--- src/hdl/chan_cfg_regs.svh ---
`ifndef CHAN_CFG_REGS_SVH
`define CHAN_CFG_REGS_SVH

// register offsets
`define OFS_INDICATOR      5'h0E
`define OFS_TRIGGER        5'h0F
`define OFS_LINE_CFG_A     5'h10

// reset values
`define RST_INDICATOR      8'h00
`define RST_TRIGGER        4'h0
`define RST_LINE_CFG_A     8'h00
`define ZERO_BYTE          8'h00
`define ZERO_CODE          4'h0

// indicator_pin_control fields
`define BIT_READY_SEL_A    0
`define BIT_LED_ONE_A      1
`define BIT_ERR_SEL_A      2
`define BIT_LED_TWO_A      3

// transmit_start_trigger field
`define TRIG_MSB           3

// line_config_chan_a fields
`define BIT_FILTER_A       0
`define BIT_DRV_OFF_A      1
`define BIT_TOTEM_A        2
`define BIT_POLARITY_A     3
`define FLD_LEVEL_LSB      4
`define FLD_LEVEL_MSB      5
`define BIT_CUR_DIR_A      6
`define BIT_THRESH_A       7

// spi frame header and bit counts
`define HDR_READ_BIT       7
`define HDR_CHIP_MSB       6
`define HDR_CHIP_LSB       5
`define HDR_ADDR_MSB       4
`define SPI_LAST_HDR_BIT   4'h7
`define SPI_FIRST_DATA_BIT 4'h9
`define SPI_LAST_DATA_BIT  4'hF

// glitch filter timing
`define FILTER_WINDOW_NS   1300
`define CLK_PERIOD_NS      25

`endif

--- src/hdl/chan_cfg_pkg.sv ---
package chan_cfg_pkg;

  typedef logic [7:0] byte_t;
  typedef logic [3:0] code_t;
  typedef logic [4:0] regaddr_t;

  typedef enum logic [1:0] {
    CUR_OFF   = 2'h0,
    CUR_5MA   = 2'h1,
    CUR_2MA   = 2'h2,
    CUR_150UA = 2'h3
  } current_level_e;

endpackage

--- src/hdl/spi_frame_if.sv ---
`timescale 1ns/100ps
`default_nettype none

interface spi_frame_if;
  logic                  hdrStrobe;
  logic                  dataStrobe;
  chan_cfg_pkg::byte_t   header;
  chan_cfg_pkg::byte_t   dataByte;
  chan_cfg_pkg::byte_t   readByte;

  modport sub  (output hdrStrobe, output dataStrobe, output header, output dataByte,
                input readByte);
  modport regs (input hdrStrobe, input dataStrobe, input header, input dataByte,
                output readByte);
endinterface

`default_nettype wire

--- src/hdl/spi_frame_rx.sv ---
`timescale 1ns/100ps
`default_nettype none
`include "chan_cfg_regs.svh"

module spi_frame_rx (
  input  wire logic     clk,
  input  wire logic     reset_n,
  input  wire logic     spiCsNPin,
  input  wire logic     spiSclkPin,
  input  wire logic     spiMosiPin,
  output logic          spiMisoOut,
  output logic          spiMisoOe,
  spi_frame_if.sub      frame
);

  logic [1:0]          csNSync_ff;
  logic [1:0]          sclkSync_ff;
  logic [1:0]          mosiSync_ff;
  logic                sclkLast_ff;
  logic [3:0]          bitCnt_ff;
  chan_cfg_pkg::byte_t shiftIn_ff;
  chan_cfg_pkg::byte_t shiftOut_ff;
  logic                hdrStrobe_ff;
  logic                dataStrobe_ff;
  chan_cfg_pkg::byte_t header_ff;
  chan_cfg_pkg::byte_t data_ff;

  wire                 csActive   = ~csNSync_ff[1];
  wire                 sclkRise   = csActive & sclkSync_ff[1] & ~sclkLast_ff;
  wire                 sclkFall   = csActive & ~sclkSync_ff[1] & sclkLast_ff;
  wire                 hdrDone    = sclkRise & (bitCnt_ff == `SPI_LAST_HDR_BIT);
  wire                 dataDone   = sclkRise & (bitCnt_ff == `SPI_LAST_DATA_BIT);
  wire                 outShift   = sclkFall & (bitCnt_ff >= `SPI_FIRST_DATA_BIT);
  wire [7:0]           nxt_shift  = {shiftIn_ff[6:0], mosiSync_ff[1]};

  // pin synchronisers
  always_ff @(posedge clk or negedge reset_n) begin
    if (!reset_n) begin
      csNSync_ff  <= 2'h3;
      sclkSync_ff <= 2'h0;
      mosiSync_ff <= 2'h0;
      sclkLast_ff <= 1'b0;
    end else begin
      csNSync_ff  <= {csNSync_ff[0], spiCsNPin};
      sclkSync_ff <= {sclkSync_ff[0], spiSclkPin};
      mosiSync_ff <= {mosiSync_ff[0], spiMosiPin};
      sclkLast_ff <= sclkSync_ff[1];
    end
  end

  // bit counting and byte capture
  always_ff @(posedge clk or negedge reset_n) begin
    if (!reset_n) begin
      bitCnt_ff     <= 4'h0;
      shiftIn_ff    <= `ZERO_BYTE;
      hdrStrobe_ff  <= 1'b0;
      dataStrobe_ff <= 1'b0;
      header_ff     <= `ZERO_BYTE;
      data_ff       <= `ZERO_BYTE;
    end else begin
      bitCnt_ff     <= !csActive ? 4'h0 : (sclkRise ? bitCnt_ff + 4'h1 : bitCnt_ff);
      shiftIn_ff    <= sclkRise ? nxt_shift : shiftIn_ff;
      hdrStrobe_ff  <= hdrDone;
      dataStrobe_ff <= dataDone;
      header_ff     <= hdrDone ? nxt_shift : header_ff;
      data_ff       <= dataDone ? nxt_shift : data_ff;
    end
  end

  // read data shifts out msb first on falling edges of the data byte
  always_ff @(posedge clk or negedge reset_n) begin
    if (!reset_n) begin
      shiftOut_ff <= `ZERO_BYTE;
    end else if (hdrStrobe_ff) begin
      shiftOut_ff <= frame.readByte;
    end else if (outShift) begin
      shiftOut_ff <= {shiftOut_ff[6:0], 1'b0};
    end
  end

  assign spiMisoOut       = shiftOut_ff[7];
  assign spiMisoOe        = csActive;
  assign frame.hdrStrobe  = hdrStrobe_ff;
  assign frame.dataStrobe = dataStrobe_ff;
  assign frame.header     = header_ff;
  assign frame.dataByte   = data_ff;

endmodule

`default_nettype wire

--- src/hdl/channel_pin_trigger_config_regs.sv ---
`timescale 1ns/100ps
`default_nettype none
`include "chan_cfg_regs.svh"

// Overview of operation
// error-select set: fault pin asserts whenever receiver fault flag is set.
// in error-indicator mode the fault pin ignores the fault interrupt mask.
// error-select clear: fault pin is an LED driver output.
// led-one bit drives ready-pin LED, only while ready-select is clear.
// ready-select set: ready pin asserts whenever receive-data-ready flag is set.
// ready-indicator mode ignores the data-ready mask; cleared select gives LED.
// trigger register holds four write-only bits; upper four unused, reset zero.
// trigger value matching a channel's code starts its timer and message.
// trigger writes are accepted whatever device address the frame carries.
// threshold bit: 0 selects type 1, 1 selects type 2/3 thresholds.
// direction bit: 1 enables current source, 0 enables current sink.
// level field: 00 off, 01 5 mA, 10 2 mA, 11 150 uA.
// polarity bit: 1 NPN, 0 PNP; ignored in push-pull mode.
// push-pull bit: 1 push-pull driver, 0 open-drain driver.
// driver-off bit: 1 leaves line pin high impedance, 0 drives it.
// filter bit enables receiver glitch filter of about 1.3 us.
// cycle timer starts only when that channel's timer enable is set.
// a trigger matching no channel starts nothing and changes no timer.
module channel_pin_trigger_config_regs #(
  parameter int FILTER_CYCLES = `FILTER_WINDOW_NS / `CLK_PERIOD_NS
) (
  input  wire logic                          clk,
  input  wire logic                          reset_n,
  input  wire logic                          spiCsNPin,
  input  wire logic                          spiSclkPin,
  input  wire logic                          spiMosiPin,
  output logic                               spiMisoOut,
  output logic                               spiMisoOe,
  input  wire logic [1:0]                    chipAddrPin,
  input  wire logic                          rxFaultFlagA,
  input  wire logic                          rxAvailFlagA,
  output logic                               faultLedPinA,
  output logic                               availLedPinA,
  input  wire chan_cfg_pkg::code_t           startCodeAssignA,
  input  wire chan_cfg_pkg::code_t           startCodeAssignB,
  input  wire logic                          cycleTimerOnA,
  input  wire logic                          cycleTimerOnB,
  output logic                               msgStartA,
  output logic                               msgStartB,
  output logic                               timerStartA,
  output logic                               timerStartB,
  output logic                               inputThresholdTypeA,
  output logic                               currentDirA,
  output chan_cfg_pkg::current_level_e       currentLevelA,
  output logic                               currentSourceOnA,
  output logic                               currentSinkOnA,
  output logic                               lowSidePolarityA,
  output logic                               totemPoleA,
  output logic                               lineDriverOffA,
  output logic                               glitchFilterOnA,
  input  wire logic                          txDataA,
  input  wire logic                          txEnA,
  output logic                               linePinAOut,
  output logic                               linePinAOe,
  input  wire logic                          linePinAIn,
  output logic                               lineRxDataA
);

  localparam int FCW = (FILTER_CYCLES > 1) ? $clog2(FILTER_CYCLES + 1) : 1;

  if (FILTER_CYCLES < 1) begin : g_bad_filter
    $error("FILTER_CYCLES must be at least one");
  end

  function automatic logic codeMatch(input chan_cfg_pkg::code_t written,
                                     input chan_cfg_pkg::code_t assigned);
    codeMatch = (written == assigned);
  endfunction

  spi_frame_if frame ();

  spi_frame_rx u_spi_frame_rx (
    .clk        (clk),
    .reset_n    (reset_n),
    .spiCsNPin  (spiCsNPin),
    .spiSclkPin (spiSclkPin),
    .spiMosiPin (spiMosiPin),
    .spiMisoOut (spiMisoOut),
    .spiMisoOe  (spiMisoOe),
    .frame      (frame)
  );

  // registers
  chan_cfg_pkg::byte_t   indicatorCtrl_ff;
  chan_cfg_pkg::code_t   triggerValue_ff;
  logic                  trigWritten_ff;
  chan_cfg_pkg::byte_t   lineCfgA_ff;
  logic [1:0]            chipAddrSync0_ff;
  logic [1:0]            chipAddrSync1_ff;
  logic [1:0]            faultSync_ff;
  logic [1:0]            availSync_ff;
  logic [1:0]            lineInSync_ff;
  logic                  faultLed_ff;
  logic                  availLed_ff;
  logic                  msgStartA_ff;
  logic                  msgStartB_ff;
  logic                  timerStartA_ff;
  logic                  timerStartB_ff;
  logic                  lineOut_ff;
  logic                  lineOe_ff;
  logic                  filtered_ff;
  logic [FCW-1:0]        filterCnt_ff;

  // frame decode
  wire                       hdrRead     = frame.header[`HDR_READ_BIT];
  wire [1:0]                 hdrChip     = frame.header[`HDR_CHIP_MSB:`HDR_CHIP_LSB];
  wire chan_cfg_pkg::regaddr_t hdrAddr   = frame.header[`HDR_ADDR_MSB:0];
  wire                       chipHit     = (hdrChip == chipAddrSync1_ff);
  wire                       selIndicator = (hdrAddr == `OFS_INDICATOR);
  wire                       selTrigger  = (hdrAddr == `OFS_TRIGGER);
  wire                       selLineCfg  = (hdrAddr == `OFS_LINE_CFG_A);
  wire                       wrStrobe    = frame.dataStrobe & ~hdrRead;
  wire                       wrIndicator = wrStrobe & chipHit & selIndicator;
  wire                       wrLineCfg   = wrStrobe & chipHit & selLineCfg;
  wire                       wrTrigger   = wrStrobe & selTrigger;
  wire chan_cfg_pkg::code_t  nxt_trigger = frame.dataByte[`TRIG_MSB:0];

  // register read-back; trigger is write-only and unmapped reads are zero
  assign frame.readByte = !chipHit     ? `ZERO_BYTE :
                          selIndicator ? indicatorCtrl_ff :
                          selLineCfg   ? lineCfgA_ff :
                          `ZERO_BYTE;

  // trigger match
  wire matchA = trigWritten_ff & codeMatch(triggerValue_ff, startCodeAssignA);
  wire matchB = trigWritten_ff & codeMatch(triggerValue_ff, startCodeAssignB);
  wire nxt_msgStartA   = matchA;
  wire nxt_msgStartB   = matchB;
  wire nxt_timerStartA = matchA & cycleTimerOnA;
  wire nxt_timerStartB = matchB & cycleTimerOnB;

  // indicator pin selection
  wire errSelA   = indicatorCtrl_ff[`BIT_ERR_SEL_A];
  wire readySelA = indicatorCtrl_ff[`BIT_READY_SEL_A];
  wire ledOneA   = indicatorCtrl_ff[`BIT_LED_ONE_A];
  wire ledTwoA   = indicatorCtrl_ff[`BIT_LED_TWO_A];
  // no mask input takes part here
  wire nxt_faultLed = errSelA ? faultSync_ff[1] : ledTwoA;
  wire nxt_availLed = readySelA ? availSync_ff[1] : ledOneA;

  // line configuration fields
  wire                        cfgThresh   = lineCfgA_ff[`BIT_THRESH_A];
  wire                        cfgCurDir   = lineCfgA_ff[`BIT_CUR_DIR_A];
  wire [1:0]                  cfgLevel    = lineCfgA_ff[`FLD_LEVEL_MSB:`FLD_LEVEL_LSB];
  wire                        cfgPolarity = lineCfgA_ff[`BIT_POLARITY_A];
  wire                        cfgTotem    = lineCfgA_ff[`BIT_TOTEM_A];
  wire                        cfgDrvOff   = lineCfgA_ff[`BIT_DRV_OFF_A];
  wire                        cfgFilter   = lineCfgA_ff[`BIT_FILTER_A];
  localparam logic [1:0]      CUR_OFF_CODE = chan_cfg_pkg::CUR_OFF;
  wire                        levelOn     = (cfgLevel != CUR_OFF_CODE);

  // line driver modes
  wire drvActive  = txEnA & ~cfgDrvOff;
  wire odNpnDrive = drvActive & ~txDataA; // npn pulls low only
  wire odPnpDrive = drvActive & txDataA; // pnp pulls high only
  wire odDrive    = cfgPolarity ? odNpnDrive : odPnpDrive;
  wire nxt_lineOe = cfgTotem ? drvActive : odDrive;
  wire nxt_lineOut = cfgTotem ? txDataA : cfgPolarity ? 1'b0 : 1'b1;

  // glitch filter
  wire                 rawLine     = lineInSync_ff[1];
  wire                 lineDiffers = (rawLine != filtered_ff);
  wire [FCW-1:0]       filterLimit = FCW'(FILTER_CYCLES);
  wire                 filterDone  = (filterCnt_ff >= filterLimit - FCW'(1));
  wire                 nxt_filtered = !cfgFilter ? rawLine :
                                      (lineDiffers & filterDone) ? rawLine : filtered_ff;
  wire [FCW-1:0]       nxt_filterCnt = (!cfgFilter || !lineDiffers || filterDone) ?
                                       FCW'(0) : filterCnt_ff + FCW'(1);

  // software registers
  always_ff @(posedge clk or negedge reset_n) begin
    if (!reset_n) begin
      indicatorCtrl_ff <= `RST_INDICATOR;
    end else if (wrIndicator) begin
      indicatorCtrl_ff <= frame.dataByte;
    end
  end

  always_ff @(posedge clk or negedge reset_n) begin
    if (!reset_n) begin
      triggerValue_ff <= `RST_TRIGGER;
      trigWritten_ff  <= 1'b0;
    end else begin
      trigWritten_ff  <= wrTrigger;
      if (wrTrigger) begin
        triggerValue_ff <= nxt_trigger;
      end
    end
  end

  always_ff @(posedge clk or negedge reset_n) begin
    if (!reset_n) begin
      lineCfgA_ff <= `RST_LINE_CFG_A;
    end else if (wrLineCfg) begin
      lineCfgA_ff <= frame.dataByte;
    end
  end

  // pin synchronisers
  always_ff @(posedge clk or negedge reset_n) begin
    if (!reset_n) begin
      chipAddrSync0_ff <= 2'h0;
      chipAddrSync1_ff <= 2'h0;
      faultSync_ff     <= 2'h0;
      availSync_ff     <= 2'h0;
      lineInSync_ff    <= 2'h0;
    end else begin
      chipAddrSync0_ff <= chipAddrPin;
      chipAddrSync1_ff <= chipAddrSync0_ff;
      faultSync_ff     <= {faultSync_ff[0], rxFaultFlagA};
      availSync_ff     <= {availSync_ff[0], rxAvailFlagA};
      lineInSync_ff    <= {lineInSync_ff[0], linePinAIn};
    end
  end

  // trigger pulses
  always_ff @(posedge clk or negedge reset_n) begin
    if (!reset_n) begin
      msgStartA_ff   <= 1'b0;
      msgStartB_ff   <= 1'b0;
      timerStartA_ff <= 1'b0;
      timerStartB_ff <= 1'b0;
    end else begin
      msgStartA_ff   <= nxt_msgStartA;
      msgStartB_ff   <= nxt_msgStartB;
      timerStartA_ff <= nxt_timerStartA;
      timerStartB_ff <= nxt_timerStartB;
    end
  end

  // indicator and line pins
  always_ff @(posedge clk or negedge reset_n) begin
    if (!reset_n) begin
      faultLed_ff <= 1'b0;
      availLed_ff <= 1'b0;
      lineOut_ff  <= 1'b0;
      lineOe_ff   <= 1'b0;
    end else begin
      faultLed_ff <= nxt_faultLed;
      availLed_ff <= nxt_availLed;
      lineOut_ff  <= nxt_lineOut;
      lineOe_ff   <= nxt_lineOe;
    end
  end

  // glitch filter state
  always_ff @(posedge clk or negedge reset_n) begin
    if (!reset_n) begin
      filtered_ff  <= 1'b0;
      filterCnt_ff <= '0;
    end else begin
      filtered_ff  <= nxt_filtered;
      filterCnt_ff <= nxt_filterCnt;
    end
  end

  // outputs
  assign faultLedPinA        = faultLed_ff;
  assign availLedPinA        = availLed_ff;
  assign msgStartA           = msgStartA_ff;
  assign msgStartB           = msgStartB_ff;
  assign timerStartA         = timerStartA_ff;
  assign timerStartB         = timerStartB_ff;
  assign inputThresholdTypeA = cfgThresh;
  assign currentDirA         = cfgCurDir;
  assign currentLevelA       = chan_cfg_pkg::current_level_e'(cfgLevel);
  assign currentSourceOnA    = cfgCurDir & levelOn;
  assign currentSinkOnA      = ~cfgCurDir & levelOn;
  assign lowSidePolarityA    = cfgPolarity;
  assign totemPoleA          = cfgTotem;
  assign lineDriverOffA      = cfgDrvOff;
  assign glitchFilterOnA     = cfgFilter;
  assign linePinAOut         = lineOut_ff;
  assign linePinAOe          = lineOe_ff;
  assign lineRxDataA         = filtered_ff;

endmodule

`default_nettype wire

--- config.mk ---
export PLATFORM = sky130hd
export DESIGN_NAME = channel_pin_trigger_config_regs
export DESIGN_NICKNAME = d
export VERILOG_FILES = /design/src/hdl/chan_cfg_pkg.sv /design/src/hdl/spi_frame_if.sv /design/src/hdl/spi_frame_rx.sv /design/src/hdl/channel_pin_trigger_config_regs.sv
export VERILOG_INCLUDE_DIRS = /design/src /design/src/hdl
export SDC_FILE = /design/constraint.sdc
export NUM_CORES = 1
export LEC_CHECK = 0
export BUFFER_PORTS_ARGS = -buffer_cell sky130_fd_sc_hd__buf_2
export CAP_MARGIN = 20
export CORE_MARGIN = 5
export CORE_UTILIZATION = 45
export CTS_BUF_LIST = sky130_fd_sc_hd__clkbuf_4
export DETAILED_ROUTE_END_ITERATION = 8
export GPL_ROUTABILITY_DRIVEN = 0
export PLACE_DENSITY_LB_ADDON = 0.2
export SLEW_MARGIN = 10
export SYNTH_ARGS = -nofsm -noshare
export SYNTH_HDL_FRONTEND = slang
export SYNTH_HIERARCHICAL = 1
export SYNTH_SLANG_ARGS = --single-unit
export TNS_END_PERCENT = 1
--- constraint.sdc ---
create_clock -name clk -period 2.75 [get_ports clk]
set_input_delay 0.55 -clock clk [delete_from_list [all_inputs] [get_ports clk]]
set_output_delay 0.55 -clock clk [all_outputs]
set_load 0.005 [all_outputs]
# Word level (Yosys, flattened, before mapping)
# Cells that the tools add are included.
[word_totals]
ff_bits = 90
[classes]
n_addsub = 2
magnitude_cmp = 2
eq_ne = 10
n_mux = 16
bitwise = 29
reduce_logical = 7
[ops]
columns = ["operator", "n"]
rows = [
  ["8-bit 2-to-1 mux", 5],
  ["1-bit AND", 22],
  ["5-bit by 4-bit == test with 1-bit output (second input constant)", 2],
  ["4-bit == test", 2],
  ["1-bit 2-to-1 mux", 8],
  ["4-bit 2-to-1 mux", 2],
  ["1-bit NOT", 7],
  ["6-bit by 1-bit adder with 6-bit output (second input constant)", 1],
  ["6-bit greater-or-equal comparator (second input constant)", 1],
  ["6-bit 2-to-1 mux", 1],
  ["2-bit nonzero test", 3],
  ["5-bit == test (second input constant)", 1],
  ["4-bit by 1-bit adder with 4-bit output (second input constant)", 1],
  ["4-bit by 3-bit == test with 1-bit output (second input constant)", 1],
  ["4-bit == test (second input constant)", 1],
  ["4-bit greater-or-equal comparator (second input constant)", 1],
  ["2-bit == test", 1],
  ["1-bit logical NOT", 2],
  ["1-bit logical OR", 2],
  ["2-bit by 1-bit inequality test with 1-bit output (second input constant)", 1],
  ["1-bit inequality test", 1],
]

# Logic depth before layout (Yosys ltp)
# Gate-level depths: netlist (run 1).
[depth]
ltp_word = 6
depth_mapped = 6
depth_no_buf = 5

# Modules after synthesis
# Netlist (run 1), hierarchy kept.
[by_module_without_submodules]
columns = ["mod", "instances", "cells_each", "area_per_inst_um2", "seq_area_each_um2"]
rows = [
  ["channel_pin_trigger_config_regs", 1, 147, 1973.1, 1151.1],
  ["spi_frame_rx", 1, 123, 1771.7, 1103.6],
]

# Worst setup path before layout (run 1)
# Ideal clock, no wire load.
[synth_path]
kind = "reg-to-reg"
from = "reg u_spi_frame_rx.header_ff[0], in the netlist u_spi_frame_rx/frame.header[0]"
to = "reg lineCfgA_ff[0]"
setup_time_ns = 0.125
t_arrival_ns = 1.497
t_required_ns = 2.625
slack_ns = 1.128
stages_incl_launch_ff = 5
path_buffers = 1
cell_sequence = "dfrtp_1 > buf_6 > nor4b_4 > nand4_4 > mux2_2"
[synth_via]
elab_chain_len = 2
[synth_rtl]
columns = ["item", "line_no", "rtl"]
rows = [
  ["start, declared", "spi_frame_rx.sv:25", "chan_cfg_pkg::byte_t header_ff;"],
  ["start signal, assigned", "spi_frame_rx.sv:58", "header_ff <= `ZERO_BYTE;"],
  ["start signal, assigned", "spi_frame_rx.sv:65", "header_ff <= hdrDone ? nxt_shift : header_ff;"],
  ["5-bit == test (no source line)", "-", ""],
  ["1-bit AND", "channel_pin_trigger_config_regs.sv:119", "wire wrLineCfg = wrStrobe & chipHit & selLineCfg;"],
  ["end signal, assigned", "channel_pin_trigger_config_regs.sv:198", "lineCfgA_ff <= `RST_LINE_CFG_A;"],
  ["end signal, assigned", "channel_pin_trigger_config_regs.sv:200", "lineCfgA_ff <= frame.dataByte;"],
  ["end, declared", "channel_pin_trigger_config_regs.sv:92", "chan_cfg_pkg::byte_t lineCfgA_ff;"],
]
# No other way between the ends.
# A chain may end at the register's enable or synchronous reset.

# Worst setup path in the final report (run 1)
[layout_path]
from = "reg u_spi_frame_rx.header_ff[0], in the netlist u_spi_frame_rx/frame.header[0]"
to = "reg lineCfgA_ff[6]"
# Same word-level chain as after synthesis.

==> impl_metrics.env, run 1 <==
export IMPL_num_io_pins=43
export IMPL_fin_cells=427
export IMPL_syn_cell_area_um2=3745
export IMPL_tns_ns=0
export IMPL_syn_to_final_growth_pct=12.30
export IMPL_antenna_found_initial=0
export IMPL_slowest_delay_ns=0.67
export IMPL_coreArea_um2=8175
export IMPL_regToRegSetupSlack_ns=0.78
export IMPL_clock_latency_ns=0.42
export IMPL_clock_skew_ns=0.02361
export IMPL_postCtsSetupRepairBufs=0
export IMPL_numClockSinks=90
export IMPL_holdBufCountCts=0
export IMPL_stdcell_area_um2=4205
export IMPL_cellLeakagePower_nw=2.044
export IMPL_setup_violations=0
export IMPL_tightest_slew_ns=0.6302
export IMPL_ys_seq_elements=90
export IMPL_first_iter_violations=90
export IMPL_post_dp_cell_area_um2=4064
export IMPL_num_vias=2208
export IMPL_drc=0
export IMPL_clockBufferDepth=2
export IMPL_post_dp_hpwl_um=4784
export IMPL_cts_tree="done"
export IMPL_numPortBuffers=42
export IMPL_drt_total_wl_um=6722
export IMPL_fin_crit_sh_pct=71.57
export IMPL_grt_pass1_wl_um=11470
export IMPL_slowest_stage="nor4b_4"
export IMPL_fmax_mhz=508.1
export IMPL_post_place_cells=411
export IMPL_required_ns=3.06
export IMPL_reg2reg_to="lineCfgA_ff[6]"
export IMPL_seq_area_frac_synth_pct=60.21
export IMPL_avgSynthCellArea_um2=13.87
export IMPL_cp_cell_sequence="nor4b_4, nand4_4, mux2_2"
export IMPL_grt_max_degree=53
export IMPL_syn_nets=296
export IMPL_die_h_um=101.2
export IMPL_final_hold_viol_count=0
export IMPL_start_util_pct=45.81
export IMPL_clk_pin_slew_worst_paths_ns=0.14
export IMPL_yosysWarnings=6
export IMPL_ir_drop_mv=0.3148
export IMPL_run_status="complete, no violations"
export IMPL_cts_htree_levels=3
export IMPL_grt_ovfl_total=0
export IMPL_row_count=33
export IMPL_finalCriticalPeriod_ns=1.968
export IMPL_ff2ff_path_depth=3
export IMPL_dieArea_um2=10250
export IMPL_final_common_cell="dfrtp_1"
export IMPL_cp_arrival_ns=2.27
export IMPL_vias_per_cell=5.171
export IMPL_syn_instance_count=270
export IMPL_wl_per_cell_um=15.74
export IMPL_drv_cap=0
export IMPL_first_pass_iters=4
export IMPL_fin_hold_ws_ns=0.08177
export IMPL_antennaDiodeCount=0
export IMPL_hold_path_class="in -> async"
export IMPL_drive_gt1_share_pct=35.09
export IMPL_root_buffer="clkbuf_4"
export IMPL_grt_usage_pct=14.47
export IMPL_crit_path_end_kind="register"
export IMPL_fin_nets=343
export IMPL_slew_headroom_pct=57.81
export IMPL_final_max_slew_viol_count=0
export IMPL_post_cts_resized=0
export IMPL_start_kind="register"
export IMPL_drtAntennaViolNets=0
export IMPL_power_w=0.002285
export IMPL_critical_path_class="reg -> reg"
export IMPL_final_cell_mix="dfrtp_1, mux2_2, buf_2"
export IMPL_crit_fanout=12
export IMPL_rsz0062_at_grt="false"
export IMPL_r2r_start="u_spi_frame_rx/frame.header[0]"
export IMPL_grt_pass1_vias=2245
export IMPL_fp_dieW_um=101.2
export IMPL_power_density_nw_per_um2=543.4
export IMPL_numCtsBuffers=9
export IMPL_yosysUniqueCellTypes=37
==> critical path: cells and delay by family, from the launching register on <==
kind,cells,cell delay (ns)
flops,1,0.55
mux,1,0.34
simple gates,2,0.96
==> report_power, final <==
part	switching (W)	total, W	leakage, nW	internal (W)
Sequential	0.0000571	0.00144	1.20	0.00138
Combinational	0.0000590	0.000121	0.778	0.0000622
Clock	0.000436	0.000725	0.0707	0.000289
==> cell families (layout without fill, tap and decap cells) <==
| logic type | count (synthesis) | count (layout) | share of synthesized area (%) |
|---|---|---|---|
| compound gates | 23 | 23 | 4.210 |
| xor+xnor | 17 | 17 | 3.976 |
| simple gates | 78 | 78 | 14.73 |
| buf+inv | 12 | 64 | 1.704 |
| mux | 46 | 46 | 13.83 |
| flops | 90 | 90 | 60.21 |
| fa+ha+maj | 4 | 4 | 1.337 |
==> worst max-delay path by stage <==
stage,slack (ns),depth (start not counted),endpoint,start
after floorplan,1.13,4,lineCfgA_ff[0],u_spi_frame_rx/frame.header[0]
after global placement,0.82,3,lineCfgA_ff[5],u_spi_frame_rx/frame.header[0]
after detailed placement,0.79,3,lineCfgA_ff[6],u_spi_frame_rx/frame.header[0]
after CTS,0.76,3,lineCfgA_ff[6],u_spi_frame_rx/frame.header[0]
after global routing,0.67,3,lineCfgA_ff[6],u_spi_frame_rx/frame.header[0]
final,0.78,3,lineCfgA_ff[6],u_spi_frame_rx/frame.header[0]
==> routing by layer <==
layer | vias to the layer above | global-route usage (%) | part of all wire [%]
met5 | - | 0 | 0
li1 | 1061 | - | -
met3 | 9 | 2.755 | 3.6
met4 | 0 | 6.544 | 1.4
met2 | 34 | 22.43 | 49
met1 | 1104 | 19.80 | 46
==> registers in the layout, summed over array words and instances (netlist names), 2 cells and up <==
register                       flops
chipAddrSync1_ff                   2
filterCnt_ff                       6
lineInSync_ff                      2
u_spi_frame_rx/shiftOut_ff         8
availSync_ff                       2
chipAddrSync0_ff                   2
u_spi_frame_rx/mosiSync_ff         2
u_spi_frame_rx/bitCnt_ff           4
faultSync_ff                       2
lineCfgA_ff                        8
indicatorCtrl_ff                   8
u_spi_frame_rx/frame.dataByte      8
u_spi_frame_rx/sclkSync_ff         2
u_spi_frame_rx/shiftIn_ff          7
u_spi_frame_rx/frame.header        8
triggerValue_ff                    4
u_spi_frame_rx/csNSync_ff          2
==> per-stage QoR <==
step                      setup WS [ns]  utilization [%]
final                            0.7819            51.44
after global routing             0.6742            51.44
after CTS                        0.7646            51.44
after detailed placement         0.7911            49.71
after global placement           0.8150            49.71
after floorplan                   1.128                -
==> cells in the mapped netlist <==
master      n  area [µm²]
a21oi_1    10       50.05
a221o_1     7       70.07
a31oi_1     1       6.260
and3_1      3       18.77
and4_1      2       17.52
and4b_1     2       20.02
and4b_2     1       11.26
buf_2       2       10.01
buf_6       2       22.52
clkbuf_1    2       7.510
clkbuf_2    1       5.000
dfrtp_1    88        2202
dfstp_2     2       52.55
ha_1        4       50.05
inv_1       5       18.77
mux2_2     46       518.0
nand2_1     6       22.52
nand2b_1    2       12.51
nand3_1     4       20.02
nand3b_1   17       127.6
nand4_2     2       25.02
nand4_4     1       21.27
nand4bb_1   1       11.26
nor2_1     12       45.04
nor2b_1     9       56.30
nor3_1      3       15.01
nor3b_1     8       60.06
nor3b_2     1       12.51
nor3b_4     1       18.77
nor4b_4     1       23.77
o21a_1      1       7.510
o21ai_0     3       15.01
o311ai_0    1       8.760
or2_0       1       6.260
or3_1       1       6.260
xnor2_1     6       52.55
xor2_1     11       96.34
==> cell type report <==
| class | instances | area (µm²) |
|---|---|---|
| Multi-Input combinational cell | 168 | 1426 |
| Inverter | 5 | 18.77 |
| Tap cell | 105 | 131.4 |
| Fill cell | 711 | 3970 |
| Sequential cell | 90 | 2255 |
| Clock buffer | 10 | 75.07 |
| Timing Repair Buffer | 43 | 232.7 |
| Clock inverter | 6 | 66.31 |
Note: power is estimated with default switching activity, not from simulation.
==> run 2: changes to the inputs <==
clock period = 2 ns   (was 2.75 ns; I/O delays follow)
==> run 2 against run 1 <==
Via count increased by 2.7%. Worst setup slack got worse by 0.60 ns. Sequential share of layout area decreased by 1.2 points. Sequential power increased by 37%. Count of clock-buffer cells in the layout unchanged. Critical path type unchanged.
==> impl_metrics.env, run 2 (same netlist as run 1, synthesis figures left out) <==
export IMPL_cts_htree_levels=3
export IMPL_multi_input_area_um2=1426
export IMPL_fin_crit_sh_pct=91.11
export IMPL_final_hold_viol_count=0
export IMPL_power_density_nw_per_um2=784.7
export IMPL_holdBufCountCts=1
export IMPL_antennaDiodeCount=0
export IMPL_drv_cap=0
export IMPL_grt_ovfl_total=0
export IMPL_fin_hold_ws_ns=0.06324
export IMPL_slew_headroom_pct=66.30
export IMPL_num_vias=2267
export IMPL_grt_pass1_vias=2260
export IMPL_rsz0062_at_grt="false"
export IMPL_drive_gt1_share_pct=36.47
export IMPL_finalCriticalPeriod_ns=1.822
export IMPL_nFillCells=727
export IMPL_grt_pass1_wl_um=11300
export IMPL_first_pass_iters=4
export IMPL_hold_path_class="in -> reg"
export IMPL_cellLeakagePower_nw=2.106
export IMPL_root_buffer="clkbuf_4"
export IMPL_drt_total_wl_um=6558
export IMPL_numCtsBuffers=9
export IMPL_dieArea_um2=10250
export IMPL_preCtsSetupSlack_ns=0.1793
export IMPL_post_dp_hpwl_um=4706
export IMPL_grt_max_degree=40
export IMPL_fin_nets=350
export IMPL_final_cell_mix="dfrtp_1, mux2_2, buf_2"
export IMPL_clock_latency_ns=0.43
export IMPL_clockBufferDepth=2
export IMPL_crit_path_end_kind="register"
export IMPL_cts_tree="done"
export IMPL_tightest_slew_ns=0.5055
export IMPL_setup_slack_ns=0.1778
export IMPL_clk_pin_slew_worst_paths_ns=0.13
export IMPL_antenna_found_initial=0
export IMPL_die_h_um=101.2
export IMPL_numClockSinks=90
export IMPL_fmax_mhz=548.8
export IMPL_postCtsSetupRepairBufs=0
export IMPL_required_ns=2.32
export IMPL_run_status="complete, no violations"
export IMPL_cp_arrival_ns=2.14
export IMPL_num_io_pins=43
export IMPL_vias_per_cell=5.224
export IMPL_post_cts_resized=0
export IMPL_ir_drop_mv=0.3669
export IMPL_row_count=33
export IMPL_grt_usage_pct=14.07
export IMPL_numPortBuffers=42
export IMPL_tns_ns=0
export IMPL_start_kind="register"
export IMPL_final_max_slew_viol_count=0
export IMPL_drc=0
export IMPL_fp_dieW_um=101.2
export IMPL_start_util_pct=45.81
export IMPL_clock_skew_ns=0.01497
export IMPL_coreArea_um2=8175
export IMPL_syn_to_final_growth_pct=14.80
export IMPL_setup_violations=0
export IMPL_first_iter_violations=100
export IMPL_drtAntennaViolNets=0
export IMPL_final_common_cell="dfrtp_1"
export IMPL_crit_fanout=11
export IMPL_layout_area_seq_um2=2255
export IMPL_critical_path_class="reg -> reg"
export IMPL_wl_per_cell_um=15.11
export IMPL_power_w=0.003374
-- run 2: cell types whose count changed in the layout (fill, tap and decap cells not counted), sizes merged --
cell         previous run  this run
clkinv                  2         3
buf                    43        49
clkinvlp                2         0
bufinv                  1         3
dlygate4sd3             0         1
inv                     6         5
-- run 2: final timing paths --
check	startpoint	to	slack, ns	cells past startpoint
max	u_spi_frame_rx/frame.header[2]	triggerValue_ff[2]	0.18	3
min	spiCsNPin	u_spi_frame_rx/csNSync_ff[0]	0.06	1
max reg2reg	u_spi_frame_rx/frame.header[2]	triggerValue_ff[2]	0.18	3
min reg2reg	chipAddrSync0_ff[1]	chipAddrSync1_ff[1]	0.36	0
max in group asynchronous	reset_n	u_spi_frame_rx/shiftOut_ff[3]	0.87	3
min in group asynchronous	reset_n	u_spi_frame_rx/bitCnt_ff[0]	0.48	2
-- run 2: cell type report --
type / instances / share of cell area, %
repair buffers: 50 / 6.694
inverters: 5 / 0.4366
well taps: 105 / 3.056
multi-input cells: 168 / 33.18
clock inverters: 6 / 2.445
clock buffers: 10 / 1.746
flip-flops and latches: 90 / 52.44
-- run 2: layer usage --
| metal | vias up | wire length (µm) | GRT usage [%] |
|---|---|---|---|
| met5 | - | 0 | 0 |
| met4 | 0 | 95 | 5.828 |
| met3 | 9 | 259 | 2.686 |
| met2 | 37 | 3117 | 21.33 |
| met1 | 1147 | 3085 | 19.94 |
| li1 | 1074 | - | - |
-- run 2: power by group --
| part | internal [W] | total (W) | switching [W] |
|---|---|---|---|
| registers | 0.00190 | 0.00197 | 0.0000715 |
| logic | 0.0000942 | 0.000178 | 0.0000833 |
| clock network | 0.000642 | 0.00122 | 0.000583 |
-- run 2: critical path: stages (launching register included) --
cell and delay (ns):
dfrtp_1 0.53, and4b_1 0.47, and4b_2 0.38, mux2_2 0.35
-- run 2: stage by stage --
step / area [µm²] / utilization (%) / std cells
6_report: 4299 / 52.59 / 434
5_1_grt: 4299 / 52.59 / 434
4_1_cts: 4299 / 52.59 / 434
3_5_place_dp: 4109 / 50.26 / 417
3_3_place_gp: 4109 / 50.26 / 417
2_1_floorplan: 3745 / - / 270
==> run 3: changes to the inputs <==
SYNTH_HIERARCHICAL = unset   (was 1)
==> run 3 against run 2 <==
Via count decreased by 11%. Synthesized cell count decreased by 9.3%. Die area is 5.3% lower. Total power decreased by 4.9%. Design area decreased by 5.1%. Sequential power about the same. Synthesized area fell by 5.9%. Maximum frequency increased by 2.6%. Clock power decreased by 11%. Critical path type unchanged.
==> impl_metrics.env, run 3 <==
export IMPL_cp_cell_sequence="and2b_1, and2_1, and4_2, mux2_2"
export IMPL_fmax_mhz=562.9
export IMPL_row_count=32
export IMPL_hold_path_class="in -> reg"
export IMPL_ys_seq_elements=90
export IMPL_yosysWarnings=0
export IMPL_grt_usage_pct=13.07
export IMPL_critical_path_class="reg -> reg"
export IMPL_first_pass_iters=4
export IMPL_ys_top_cells_by_area="dfrtp_1, mux2_2, xor2_1, mux2i_1, nor2_1"
export IMPL_slowest_stage="and4_2"
export IMPL_post_dp_hpwl_um=4219
export IMPL_tns_ns=0
export IMPL_final_hold_viol_count=0
export IMPL_clock_skew_ns=0.01079
export IMPL_antennaDiodeCount=0
export IMPL_numCtsBuffers=9
export IMPL_vias_per_cell=4.927
export IMPL_power_w=0.003208
export IMPL_start_kind="register"
export IMPL_grt_pass1_wl_um=10010
export IMPL_yosys_area_top_type_share_pct=62.50
export IMPL_yosysMostFrequentCell="dfrtp_1"
export IMPL_wl_per_cell_um=14.44
export IMPL_final_max_slew_viol_count=0
export IMPL_cts_htree_levels=3
export IMPL_stdcell_area_um2=4081
export IMPL_root_buffer="clkbuf_4"
export IMPL_required_ns=2.32
export IMPL_numPortBuffers=42
export IMPL_grt_max_degree=58
export IMPL_drtAntennaViolNets=0
export IMPL_num_vias=2020
export IMPL_final_common_cell="dfrtp_1"
export IMPL_cellLeakagePower_nw=2.014
export IMPL_holdBufCountCts=1
export IMPL_dieArea_um2=9699
export IMPL_num_io_pins=43
export IMPL_regToRegSetupSlack_ns=0.22
export IMPL_syn_instance_count=245
export IMPL_cts_tree="done"
export IMPL_fin_crit_sh_pct=88.83
export IMPL_postCtsSetupRepairBufs=0
export IMPL_ir_drop_mv=0.3690
export IMPL_async_flop_share_pct=100.0
export IMPL_tightest_slew_ns=0.5792
export IMPL_nFillCells=694
export IMPL_synth_common_cells="dfrtp_1, mux2_2, nor2_1"
export IMPL_cp_arrival_ns=2.10
export IMPL_synth_ff_type="dfrtp_1"
export IMPL_first_iter_violations=76
export IMPL_coreArea_um2=7687
export IMPL_start_util_pct=45.83
export IMPL_finalCriticalPeriod_ns=1.777
export IMPL_grt_pass1_vias=2020
export IMPL_setup_violations=0
export IMPL_post_cts_resized=0
export IMPL_crit_fanout=9
export IMPL_clock_latency_ns=0.42
export IMPL_synth_edff_count=0
export IMPL_syn_nets=271
export IMPL_post_dp_cell_area_um2=3905
export IMPL_drive_gt1_share_pct=37.99
export IMPL_avgSynthCellArea_um2=14.38
export IMPL_crit_path_end_kind="register"
export IMPL_syn_to_final_growth_pct=15.84
export IMPL_clockBufferDepth=2
export IMPL_clk_pin_slew_worst_paths_ns=0.13
export IMPL_numClockSinks=90
export IMPL_antenna_found_initial=0
export IMPL_run_status="complete, no violations"
export IMPL_seq_area_frac_synth_pct=63.99
export IMPL_rsz0062_at_grt="false"
export IMPL_yosysUniqueCellTypes=35
export IMPL_fin_util_pct=53.09
export IMPL_syn_cell_area_um2=3523
export IMPL_fin_nets=329
export IMPL_grt_ovfl_total=0
export IMPL_drv_cap=0
export IMPL_drt_total_wl_um=5919
export IMPL_synth_top_cell_by_area="dfrtp_1"
export IMPL_fp_dieW_um=98.49
export IMPL_die_h_um=98.49
export IMPL_slew_headroom_pct=61.25
export IMPL_power_density_nw_per_um2=785.9
export IMPL_final_cell_mix="dfrtp_1, mux2_2, buf_2"
export IMPL_drc=0
export IMPL_slowest_delay_ns=0.42
-- run 3: cell count changes in the layout (fill, tap and decap cells not counted), sizes merged, moves of 8 or more --
cell	before	now
nand3b	17	0
a21oi	10	1
a22oi	0	8
mux2i	0	8
nor2b	9	1
nor3b	10	2
-- run 3: worst max-delay path: cells and delay by family, from the launching register on --
| kind | cells | cell delay [ns] |
|---|---|---|
| DFF | 1 | 0.39 |
| muxes | 1 | 0.37 |
| and+or+nand+nor | 3 | 0.92 |
-- run 3: final cells by class --
cell class | instances | area [µm²] | area share (%)
clock buffer | 10 | 75.07 | 1.839
clock inverter | 6 | 81.33 | 1.993
inverter | 8 | 30.03 | 0.7357
multi-input combinational | 142 | 1207 | 29.58
sequential | 90 | 2255 | 55.24
tap | 102 | 127.6 | 3.127
timing repair buffer | 52 | 305.3 | 7.480
-- run 3: final timing paths --
path,end,cells after the start,start
worst min register to register,faultSync_ff[1],0,faultSync_ff[0]
max in group asynchronous,u_spi_frame_rx.csNSync_ff[1],3,reset_n
worst min-delay path,u_spi_frame_rx.sclkSync_ff[0],1,spiSclkPin
worst max-delay path,u_spi_frame_rx.frame.dataByte[3],4,u_spi_frame_rx.sclkLast_ff
worst max register to register,u_spi_frame_rx.frame.dataByte[3],4,u_spi_frame_rx.sclkLast_ff
min in group asynchronous,filterCnt_ff[3],2,reset_n
-- run 3: cells by family after synthesis --
group | count (synthesis) | synth area share (%)
adder cells (fa/ha/maj) | 4 | 1.421
AO/OA/AOI/OAI | 20 | 4.510
AND/OR/NAND/NOR | 47 | 7.138
multiplexers | 54 | 16.97
XOR/XNOR | 17 | 4.226
flip-flops | 90 | 63.99
buffers and inverters | 13 | 1.740
-- run 3: layer usage --
| metal | GRT usage, % | wire, µm |
|---|---|---|
| met5 | 0 | 0 |
| met4 | 4.097 | 81 |
| met3 | 5.096 | 324 |
| met2 | 18.82 | 2649 |
| met1 | 18.32 | 2864 |
-- run 3: where the power goes --
group / switching [W] / leakage (nW) / internal [W]
registers: 0.0000701 / 1.20 / 0.00190
clock network: 0.000566 / 0.0838 / 0.000513
logic: 0.0000728 / 0.735 / 0.0000861
total: 0.000709 / 2.01 / 0.00250
-- run 3: per-stage QoR --
step	instances	setup slack, ns	hold WS (ns)
2_1_floorplan	245	0.2567	0.1044
3_3_place_gp	392	0.2622	0.3325
3_5_place_dp	392	0.2373	0.3347
4_1_cts	409	0.2051	0.01457
5_1_grt	410	0.09071	0.01050
6_report	410	0.2235	0.06978
